===== config.mk =====
export PLATFORM = sky130hd
export DESIGN_NAME = wwd_dev_flat
export DESIGN_NICKNAME = d
export VERILOG_FILES = /design/src/wwd_pkg.sv /design/src/wwd_link_if.sv /design/src/wwd_dev.sv /design/src/wwd_tick.sv /design/src/flat_wrapper.sv
export SDC_FILE = /design/constraint.sdc
export NUM_CORES = 1
export LEC_CHECK = 0
export BUFFER_PORTS_ARGS = -buffer_cell sky130_fd_sc_hd__buf_2
export CAP_MARGIN = 20
export CELL_PAD_IN_SITES_DETAIL_PLACEMENT = 1
export CELL_PAD_IN_SITES_GLOBAL_PLACEMENT = 2
export CORE_MARGIN = 1.5
export CORE_UTILIZATION = 36
export CTS_CLUSTER_SIZE = 28
export DETAILED_ROUTE_END_ITERATION = 6
export PLACE_DENSITY_LB_ADDON = 0.1
export SLEW_MARGIN = 20
export SYNTH_ARGS = -nofsm -noshare
export SYNTH_HDL_FRONTEND = slang
export SYNTH_HIERARCHICAL = 1
export SYNTH_SLANG_ARGS = --single-unit

===== constraint.sdc =====
create_clock -name clk_i -period 4.7 [get_ports clk_i]
set_input_delay 0.94 -clock clk_i [delete_from_list [all_inputs] [get_ports clk_i]]
set_output_delay 0.94 -clock clk_i [all_outputs]
set_load 0.05 [all_outputs]

===== src/wwd_pkg.sv =====
// Package: window watchdog register map, keys and timing constants
package wwd_pkg;
   localparam logic [7:0]  CFG_ADDR       = 8'h10;
   localparam logic [7:0]  SVC_ADDR       = 8'h11;
   localparam int          OFF_BIT        = 7;
   localparam int          WOPEN_BIT      = 6;
   localparam int          TSEL_MSB       = 2;
   localparam logic [7:0]  CFG_RESET      = 8'h00;
   localparam logic [7:0]  SVC_RESET      = 8'h55;
   localparam logic [7:0]  KEY_FIRST      = 8'hAA;
   localparam logic [7:0]  KEY_SECOND     = 8'h55;
   localparam logic [2:0]  TSEL_LONGEST   = 3'h7;
   localparam int          BASE_MS        = 10;
   localparam int          LONGEST_MS     = 1280;
   localparam int          INIT_MS        = 256;
   localparam int          TICK_NS        = 1000000;
   localparam int          CLK_NS         = 4;
   localparam int          TICK_CYCLES    = TICK_NS / CLK_NS;
   localparam logic [7:0]  TRIM_RESET     = 8'h00;
   typedef enum logic [1:0]
   {
      WWD_IDLE,
      WWD_READ,
      WWD_WRITE
   } wwd_host_t;
endpackage : wwd_pkg


===== src/wwd_link_if.sv =====
// Interface: register link between controller and watchdog die
`timescale 1ns/10ps
`default_nettype none
interface wwd_link_if;
   logic       req;
   logic       we;
   logic [7:0] addr;
   logic [7:0] wdata;
   logic [7:0] rdata;
   logic       ack;
   modport dev
   (
      input  req,
      input  we,
      input  addr,
      input  wdata,
      output rdata,
      output ack
   );
   modport host
   (
      output req,
      output we,
      output addr,
      output wdata,
      input  rdata,
      input  ack
   );
endinterface : wwd_link_if
`default_nettype wire


===== src/wwd_dev.sv =====
// Watchdog die end: initial timeout, window watchdog, register access
//
// Functional notes
// - Watchdog runs only in Normal mode
// - Timed from base clock, not link
// - Timeout selectable 10 ms to 1280 ms
// - Read during Stop sets disabled flag
// - Controller writes 0xAA first, then 0x55
// - Initial fixed timeout ignores config writes
// - Window-open flag set in initial phase
// - Initial timeout adjustable by trim value
// - First 0xAA resets counter, enters window
// - Initial expiry or wrong key resets
// - First half of window is closed
// - Controller services in second half, alternating
// - Window-open flag tracks open window
// - Window expiry or wrong key resets
// - Debug disable holds watchdog off
// - Disabled flag reports disabled state
// - Service register defaults when disabled
// - Re-enable restarts initial phase
// - Low power stops clock, defaults service
// - Codes double from 10 ms; 111 is 1280
// - Service writes ignored while disabled
//
// Our own choices: the register addresses and register access over Wishbone.
`timescale 1ns/10ps
`default_nettype none
module wwd_dev #(
   parameter int TICK_CYCLES = wwd_pkg::TICK_CYCLES
)
(
   input  wire logic       clk_i,
   input  wire logic       rst_i,
   input  wire logic       ce_i,
   wwd_link_if.dev         link,
   input  wire logic       normal_mode_i,
   input  wire logic       stop_mode_i,
   input  wire logic       debug_disable_voltage_i,
   input  wire logic [7:0] trim_i,
   output logic            wd_reset_req_o,
   output logic            guard_disabled_flag_o,
   output logic            service_window_open_flag_o
);
   typedef enum logic [1:0]
   {
      PH_INIT,
      PH_WINDOW,
      PH_RESET
   } wwd_phase_t;

   wwd_phase_t  phase_reg;
   logic [7:0]  svc_reg;
   logic [2:0]  tsel_reg;
   logic        off_reg;
   logic [11:0] ms_reg;
   logic [7:0]  rdata_reg;
   logic        ack_reg;
   logic        tick;
   logic        active;
   logic        svc_wr;
   logic        key_ok;
   logic        key_bad;
   logic [11:0] limit;
   logic        open_now;
   logic        div_clr;

   function automatic logic [11:0] tsel_ms(input logic [2:0] s);
      if (s == wwd_pkg::TSEL_LONGEST)
         return 12'(wwd_pkg::LONGEST_MS);
      else
         return 12'(wwd_pkg::BASE_MS << s);
   endfunction : tsel_ms

   // Keys alternate, so the last accepted key picks the next one
   function automatic logic [7:0] next_key(input logic [7:0] last);
      if (last == wwd_pkg::KEY_FIRST)
         return wwd_pkg::KEY_SECOND;
      else
         return wwd_pkg::KEY_FIRST;
   endfunction : next_key

   if (TICK_CYCLES < 2)
   begin : g_bad_tick
      $error("TICK_CYCLES must be at least 2");
   end

   assign active = normal_mode_i && !debug_disable_voltage_i;
   assign svc_wr = link.req && link.we && !ack_reg
                   && link.addr == wwd_pkg::SVC_ADDR;
   assign limit  = (phase_reg == PH_INIT)
                 ? 12'(wwd_pkg::INIT_MS) + {4'h0, trim_i}
                 : tsel_ms(tsel_reg);
   assign open_now = (phase_reg == PH_INIT)
                   || (ms_reg >= (limit >> 1));
   assign key_ok  = link.wdata == next_key(svc_reg) && open_now;
   assign key_bad = svc_wr && active && phase_reg != PH_RESET && !key_ok;
   // Divider restarts with each new timing period
   assign div_clr = ce_i && (!active || phase_reg == PH_RESET
                   || (svc_wr && key_ok));

   // Divider runs from base clock only, held cleared when inactive
   wwd_tick #(
      .CYCLES (TICK_CYCLES)
   ) u_tick (
      .clk_i  (clk_i),
      .rst_i  (rst_i),
      .ce_i   (ce_i && active),
      .clr_i  (div_clr),
      .tick_o (tick)
   );

   always_ff @(posedge clk_i)
   begin
      if (rst_i)
      begin
         phase_reg <= PH_INIT;
         ms_reg    <= 12'h0;
      end
      else if (ce_i)
      begin
         if (!active)
         begin
            phase_reg <= PH_INIT;
            ms_reg    <= 12'h0;
         end
         else if (phase_reg == PH_RESET)
         begin
            phase_reg <= PH_INIT;
            ms_reg    <= 12'h0;
         end
         else if (key_bad)
            phase_reg <= PH_RESET;
         else if (svc_wr && key_ok)
         begin
            phase_reg <= PH_WINDOW;
            ms_reg    <= 12'h0;
         end
         else if (tick)
         begin
            if (ms_reg + 12'h1 >= limit)
               phase_reg <= PH_RESET;
            else
               ms_reg <= ms_reg + 12'h1;
         end
      end
   end

   // Expected key toggles after each accepted service
   always_ff @(posedge clk_i)
   begin
      if (rst_i)
         svc_reg <= wwd_pkg::SVC_RESET;
      else if (ce_i)
      begin
         if (!active || phase_reg == PH_RESET)
            svc_reg <= wwd_pkg::SVC_RESET;
         else if (svc_wr && key_ok)
            svc_reg <= link.wdata;
      end
   end

   always_ff @(posedge clk_i)
   begin
      if (rst_i)
         tsel_reg <= wwd_pkg::CFG_RESET[wwd_pkg::TSEL_MSB:0];
      else if (ce_i && link.req && link.we && !ack_reg
               && link.addr == wwd_pkg::CFG_ADDR)
         tsel_reg <= link.wdata[wwd_pkg::TSEL_MSB:0];
   end

   always_ff @(posedge clk_i)
   begin
      if (rst_i)
         off_reg <= 1'b0;
      else if (ce_i)
      begin
         if (debug_disable_voltage_i)
            off_reg <= 1'b1;
         else if (stop_mode_i && link.req && !link.we && !ack_reg)
            off_reg <= 1'b1;
         else if (active)
            off_reg <= 1'b0;
      end
   end

   // Single-cycle ack; service writes while disabled fall through
   always_ff @(posedge clk_i)
   begin
      if (rst_i)
      begin
         ack_reg   <= 1'b0;
         rdata_reg <= 8'h00;
      end
      else if (ce_i)
      begin
         ack_reg <= link.req && !ack_reg;
         if (link.req && !link.we && !ack_reg)
         begin
            if (link.addr == wwd_pkg::CFG_ADDR)
               rdata_reg <= {off_reg, open_now, 3'h0, tsel_reg};
            else if (link.addr == wwd_pkg::SVC_ADDR)
               rdata_reg <= svc_reg;
            else
               rdata_reg <= 8'h00;
         end
      end
   end

   assign link.ack   = ack_reg;
   assign link.rdata = rdata_reg;
   assign wd_reset_req_o             = phase_reg == PH_RESET;
   assign guard_disabled_flag_o      = off_reg;
   assign service_window_open_flag_o = open_now && active;
endmodule : wwd_dev
`default_nettype wire


===== src/wwd_tick.sv =====
// Millisecond tick divider for the watchdog timers
`timescale 1ns/10ps
`default_nettype none
module wwd_tick #(
   parameter int CYCLES = wwd_pkg::TICK_CYCLES
)
(
   input  wire logic       clk_i,
   input  wire logic       rst_i,
   input  wire logic       ce_i,
   input  wire logic       clr_i,
   output logic            tick_o
);
   if (CYCLES < 2)
   begin : g_bad_cycles
      $error("CYCLES must be at least 2");
   end
   logic [31:0] cnt_reg;
   always_ff @(posedge clk_i)
   begin
      if (rst_i || clr_i)
         cnt_reg <= 32'h0;
      else if (ce_i)
         cnt_reg <= (cnt_reg == 32'(CYCLES - 1)) ? 32'h0 : cnt_reg + 32'h1;
   end
   assign tick_o = ce_i && !clr_i && (cnt_reg == 32'(CYCLES - 1));
endmodule : wwd_tick
`default_nettype wire

===== src/flat_wrapper.sv =====
// flat-port wrapper written by rule: the top's interface ports become plain ports
module wwd_dev_flat 
#(
   parameter int TICK_CYCLES = wwd_pkg::TICK_CYCLES
)
  (clk_i, rst_i, ce_i, normal_mode_i, stop_mode_i, debug_disable_voltage_i, trim_i, wd_reset_req_o, guard_disabled_flag_o, service_window_open_flag_o, link_req, link_we, link_addr, link_wdata, link_rdata, link_ack);
  wwd_link_if link_i ();
  input  wire logic clk_i;
  input  wire logic rst_i;
  input  wire logic ce_i;
  input  wire logic normal_mode_i;
  input  wire logic stop_mode_i;
  input  wire logic debug_disable_voltage_i;
  input  wire logic [7:0] trim_i;
  output logic wd_reset_req_o;
  output logic guard_disabled_flag_o;
  output logic service_window_open_flag_o;
  input wire logic [$bits(link_i.req)-1:0] link_req;
  input wire logic [$bits(link_i.we)-1:0] link_we;
  input wire logic [$bits(link_i.addr)-1:0] link_addr;
  input wire logic [$bits(link_i.wdata)-1:0] link_wdata;
  output wire logic [$bits(link_i.rdata)-1:0] link_rdata;
  output wire logic [$bits(link_i.ack)-1:0] link_ack;
  assign link_i.req = link_req;
  assign link_i.we = link_we;
  assign link_i.addr = link_addr;
  assign link_i.wdata = link_wdata;
  assign link_rdata = link_i.rdata;
  assign link_ack = link_i.ack;
  wwd_dev #(.TICK_CYCLES(TICK_CYCLES)) u_core (.clk_i(clk_i), .rst_i(rst_i), .ce_i(ce_i), .link(link_i), .normal_mode_i(normal_mode_i), .stop_mode_i(stop_mode_i), .debug_disable_voltage_i(debug_disable_voltage_i), .trim_i(trim_i), .wd_reset_req_o(wd_reset_req_o), .guard_disabled_flag_o(guard_disabled_flag_o), .service_window_open_flag_o(service_window_open_flag_o));
endmodule

Yosys cells after proc, flatten, opt, wreduce, memory -nomap -nowiden --
Index checks and enable logic that the tools add are counted.
Operators by class: $add $sub $neg 3, magnitude comparators 2, eq/ne operators 13, shift operators 1, multiplexer cells 23, reductions and logical operators 42
Operators by type and width (count):
- 12-bit 2-to-1 mux | 8
- 8-bit 2-to-1 mux | 5
- 32-bit by 1-bit adder with 32-bit output, second input constant | 1
- 32-bit by 18-bit == test with 1-bit output, second input constant | 1
- 32-bit 2-to-1 mux | 1
- 1-bit logical AND | 24
- 8-bit by 5-bit == test with 1-bit output, second input constant | 2
- 12-bit by 1-bit adder with 12-bit output, second input constant | 1
- 12-bit by 11-bit >= comparator with 1-bit output | 1
- 12-bit >= comparator | 1
- 2-bit 2-to-1 mux | 6
- 4-bit by 3-bit left shift with 12-bit output, first input constant | 1
- 9-bit by 8-bit adder with 10-bit output, first input constant | 1
- 8-bit == test | 1
- 8-bit == test, second input constant | 1
- 1-bit zero test | 6
- 2-bit AND reduction | 3
- 5-bit by 4-bit != test with 1-bit output, second input constant | 1
- 5-bit != test, second input constant | 1
- 1-bit logical OR | 4
- 4-bit by 3-bit != test with 1-bit output, second input constant | 1
- 4-bit != test, second input constant | 1
- 4-bit AND reduction | 1
- 3-bit == test, second input constant | 1
- other kinds (8) | 10
Storage, ports and cells: register bits 67, input port bits 32, output and inout port bits 12

Depth between registers and ports, before layout --
depth in word-level cells 17, mapped depth 17, depth with buffers taken out 15

By module --
The synthesis kept the hierarchy.
By module, submodules not included:
- wwd_dev | times used 1, cells each 278, area an instance 2442.3 sq um, sequential area each 700.7 sq um
- wwd_tick | times used 1, cells each 186, area an instance 1587.8 sq um, sequential area each 640.6 sq um

Worst setup path before layout --
Ideal clock, no wire load.
path type reg2reg, from register u_core.phase_reg[1], to register u_core.ms_reg[0], setup time 0.116 ns, arrival time 3.500 ns, data required time 4.584 ns, setup slack 1.084 ns, cell stages (with the launch flop) 16, cells stage by stage dfxtp_1 -> nor2_1 -> clkbuf_1 -> a21oi_1 -> ha_1 -> a21o_1 -> a2111oi_4 -> a221oi_4 -> o21ai_2 -> inv_1 -> nor3_1 -> and4_4 -> a211oi_4 -> or2b_1 -> buf_6 -> a31o_2
Between the ends: longest elaborated chain between the ends 13, elaborated cells between the ends (all ways) 26
RTL lines:
- start: declaration | RTL line wwd_dev.sv:52 | wwd_phase_t phase_reg;
- start signal: assignment | RTL line wwd_dev.sv:117 | phase_reg <= PH_INIT;
- start signal: assignment | RTL line wwd_dev.sv:124 | phase_reg <= PH_INIT;
- start signal: assignment | RTL line wwd_dev.sv:129 | phase_reg <= PH_INIT;
- 2-bit zero test | RTL line wwd_dev.sv:91, wwd_dev.sv:94
- 12-bit 2-to-1 mux | RTL line wwd_dev.sv:92 | ? 12'(wwd_pkg::INIT_MS) + {4'h0, trim_i}
- 12-bit by 11-bit >= comparator with 1-bit output | RTL line wwd_dev.sv:95 | || (ms_reg >= (limit >> 1));
- 1-bit logical OR | RTL line wwd_dev.sv:95
- 1-bit logical AND | RTL line wwd_dev.sv:96 | assign key_ok = link.wdata == next_key(svc_reg) && open_now;
- 1-bit logical AND | RTL line wwd_dev.sv:100 | || (svc_wr && key_ok));
- 1-bit logical OR (*) | RTL line wwd_dev.sv:100
- 1-bit logical AND (*) | RTL line wwd_dev.sv:99 | assign div_clr = ce_i && (!active || phase_reg == PH_RESET
- via u_core.div_clr | RTL line wwd_dev.sv:66 | logic div_clr;
- 1-bit zero test (*) | RTL line wwd_tick.sv:26 | assign tick_o = ce_i && !clr_i && (cnt_reg == 32'(CYCLES - 1));
- 1-bit logical AND (*) (2 in series) | RTL line wwd_tick.sv:26
- via u_core.tick | RTL line wwd_dev.sv:59 | logic tick;
- 4-bit by 3-bit != test with 1-bit output (no source line) (*)
- 4-bit AND reduction (no source line) (*)
- end signal: assignment | RTL line wwd_dev.sv:144 | ms_reg <= ms_reg + 12'h1;
- end: declaration | RTL line wwd_dev.sv:56 | logic [11:0] ms_reg;
Mark *: on every way through the listed nets, which the timed path passes. The rest lies on a longest branch. The select of a mux whose other input is x is not followed. A chain may end at the register's enable or synchronous reset.

Worst setup path after layout --
from register u_core.tsel_reg[2], to register u_core.ms_reg[6]
Between the ends: longest elaborated chain between the ends 14, elaborated cells between the ends (all ways) 24
RTL lines:
- start: declaration | RTL line wwd_dev.sv:54 | logic [2:0] tsel_reg;
- start signal: assignment | RTL line wwd_dev.sv:166 | tsel_reg <= wwd_pkg::CFG_RESET[wwd_pkg::TSEL_MSB:0];
- start signal: assignment | RTL line wwd_dev.sv:169 | tsel_reg <= link.wdata[wwd_pkg::TSEL_MSB:0];
- 4-bit by 3-bit left shift with 12-bit output / 3-bit == test (equally long branches) | RTL line wwd_dev.sv:72, wwd_dev.sv:69
- 12-bit 2-to-1 mux (*) | RTL line wwd_dev.sv:69 | if (s == wwd_pkg::TSEL_LONGEST)
- 12-bit 2-to-1 mux (*) | RTL line wwd_dev.sv:92
- 12-bit by 11-bit >= comparator with 1-bit output (*) | RTL line wwd_dev.sv:95
- 1-bit logical OR (*) | RTL line wwd_dev.sv:95
- 1-bit logical AND (*) | RTL line wwd_dev.sv:96
- 1-bit logical AND (*) | RTL line wwd_dev.sv:100
- 1-bit logical OR (*) | RTL line wwd_dev.sv:100
- 1-bit logical AND (*) | RTL line wwd_dev.sv:99
- via u_core.div_clr | RTL line wwd_dev.sv:66
- 1-bit zero test (*) | RTL line wwd_tick.sv:26
- 1-bit logical AND (*) (2 in series) | RTL line wwd_tick.sv:26
- via u_core.tick | RTL line wwd_dev.sv:59
- 4-bit by 3-bit != test with 1-bit output (no source line) (*)
- 4-bit AND reduction (no source line) (*)
Marked as above.

==> impl_metrics.py <==
metrics = {
    "outcome": {
        "status": "finished clean",
    },
    "detailed_routing": {
        "routed_wl_um": 11300,
        "ant_nets": 0,
        "drc": 0,
        "drt-initial-drc-count": 167,
        "routedWlPerCell_um": 17.6,
        "drtPass1Iterations": 4,
        "via_per_inst": 5.83,
        "vias": 3736,
    },
    "placement": {
        "dp_slack_ps": 546,
        "dp_cells": 624,
        "placed_cell_area_sq_mm": 0.00433,
        "gp_congestion": 0.789,
        "place_hpwl_um": 8290,
        "port_buffers": 43,
    },
    "die": {
        "die_w_um": 109,
        "io_pins": 44,
        "rows": 38,
        "floorplan.initialDensity": 0.370,
        "coreArea_sq_mm": 0.0109,
        "die_height_um": 109,
        "dieArea_sq_mm": 0.0118,
    },
    "timing": {
        "rsz0062_at_grt": "false",
        "setup_viol": 0,
        "fin_crit_sh": 0.857,
        "fin_ws_ps": 673,
        "slew_headroom": 0.464,
        "setup_tns_ps": 0,
        "min_period_ps": 4030,
        "fmax_ghz": 0.248,
        "slew_viol_final": 0,
        "worstMarginPinSlew_ps": 797,
        "hold_viol_final": 0,
        "clock_skew_ps": 8.31,
    },
    "yosys": {
        "yosysTopAreaCell": "dfxtp_1",
        "synth-edff-count": 0,
        "synth_top_area_frac": 0.333,
        "syn_area_per_cell_sq_um": 8.69,
        "yosysSeqAreaShare": 0.333,
        "ys_types": 65,
        "yosysMostFrequentCell": "dfxtp_1",
        "async_flop_share": 0,
        "synthTopCellsByCount": "dfxtp_1, nor2_1, a21oi_1",
        "synth_area_leaders": "dfxtp_1, ha_1, nor2_1, a21oi_1, xnor2_1",
        "syn_nets": 517,
        "synth_seq_cells": 67,
        "ys_warn_count": 6,
        "synth_flop_cell": "dfxtp_1",
        "syn_area_sq_mm": 0.00403,
        "syn_inst": 464,
    },
    "cts": {
        "post_cts_resized": 0,
        "clockRootBuffer": "clkbuf_8",
        "clock-sinks": 67,
        "cts_tree": "yes",
        "clockBufferDepth": 2,
        "path_clk_slew_ps": 70,
        "clock_latency_ps": 350,
        "htreeDepth": 3,
        "post-cts-setup-buffer-count": 0,
        "holdBufCountCts": 0,
        "cts_buffers": 9,
    },
    "grt": {
        "grt_pass1_vias": 3627,
        "grt_use_total": 0.199,
        "grt-ovfl-total": 0,
        "grt_pass1_wl_um": 18100,
        "grt_max_degree": 30,
        "antenna_found_initial": 0,
    },
    "critical_path": {
        "crit_path_end_kind": "flop",
        "rrSetupSlack_ps": 670,
        "path_class": "flop to flop",
        "worstPathArrival_ps": 4260,
        "required_ps": 4940,
        "crit_fanout": 11,
        "critPathLaunchType": "flop",
    },
    "power_and_ir_drop": {
        "powerDensity_mw_per_mm2": 247,
        "max-vdd-ir-drop_v": 0.000160,
        "cellLeakagePower_nw": 1.60,
        "totalPowerFinal_mw": 1.11,
    },
    "final_layout": {
        "area_growth_pct": 11.7,
        "fin_cells": 641,
        "largest_register_ffs": 32,
        "nNetsFinal": 548,
        "final_area_sq_mm": 0.00450,
        "drive_gt1_frac": 0.176,
    },
    "job": {
        "cap_viol_max_count": 0,
    },
    "min_path": {
        "hold_path_class": "flop to flop",
    },
}
## critical path, cell delays in order (launching register included)
cell and delay [ps]:
dfxtp_1 620, nand4_1 250, ha_1 250, nor3_1 170, nand3_1 170, a2111oi_4 380
a221oi_4 150, o21ai_2 380, inv_1 150, nor3_1 270, and4_4 280, a211oi_4 80
or2b_1 420, mux2_2 340
## cells in the final DEF (no fill, tap or decap), drive strengths merged, types with 9 or more instances in the layout
cell type  count
nand3         22
ha            21
nor2          41
buf           46
dfxtp         67
a21o           9
nand4         18
a21oi         29
o31ai         13
nand2         22
or4           15
o21ai         17
nor4           9
xor2          10
clkbuf        14
inv           13
xnor2         14
## metrics by stage
step                 util  hold slack, ps
floorplan               -             441
global placement    0.397             470
detailed placement  0.397             472
CTS                 0.413             482
global route        0.413             514
finish              0.414             477
## worst paths after layout
check,from,endpoint,depth (start not counted)
worst max-delay path,u_core/tsel_reg[2],u_core/ms_reg[6],13
worst min-delay path,u_core/svc_reg[5],u_core/svc_reg[5],2
worst max register to register,u_core/tsel_reg[2],u_core/ms_reg[6],13
worst min register to register,u_core/svc_reg[5],u_core/svc_reg[5],2
## cell families (layout without fill, tap and decap cells)
logic type | Yosys count | after routing | share of synthesized area
mux | 10 | 10 | 0.0267
simple gates | 190 | 190 | 0.276
xor+xnor | 24 | 24 | 0.0540
flops | 67 | 67 | 0.333
compound gates | 112 | 112 | 0.203
other cells | 0 | 1 | 0
buf+inv | 40 | 76 | 0.0425
fa+ha+maj | 21 | 21 | 0.0652
## layout make-up
type	count	area, sq um
clock buffers	14	163
well taps	140	175
flip-flops and latches	67	1340
multi-input cells	357	2520
fillers	1333	6380
inverters	14	52.6
repair buffers	46	238
clock inverters	2	10.0
diodes	1	2.50
## metal layers
metal | wire length (um) | GRT usage | vias to the layer above | part of all wire
met4 | 176 | 0.0714 | 0 | 0.016
met5 | 0 | 0 | - | 0
met2 | 5460 | 0.338 | 55 | 0.48
li1 | - | - | 1838 | -
met3 | 391 | 0.0472 | 10 | 0.035
met1 | 5260 | 0.243 | 1833 | 0.47
## report_power, final
| part | switching (mW) | internal (mW) |
|---|---|---|
| Combinational | 0.0662 | 0.0382 |
| Clock | 0.212 | 0.219 |
| Sequential | 0.00326 | 0.571 |
No activity file was read; power rests on OpenSTA's default activity.
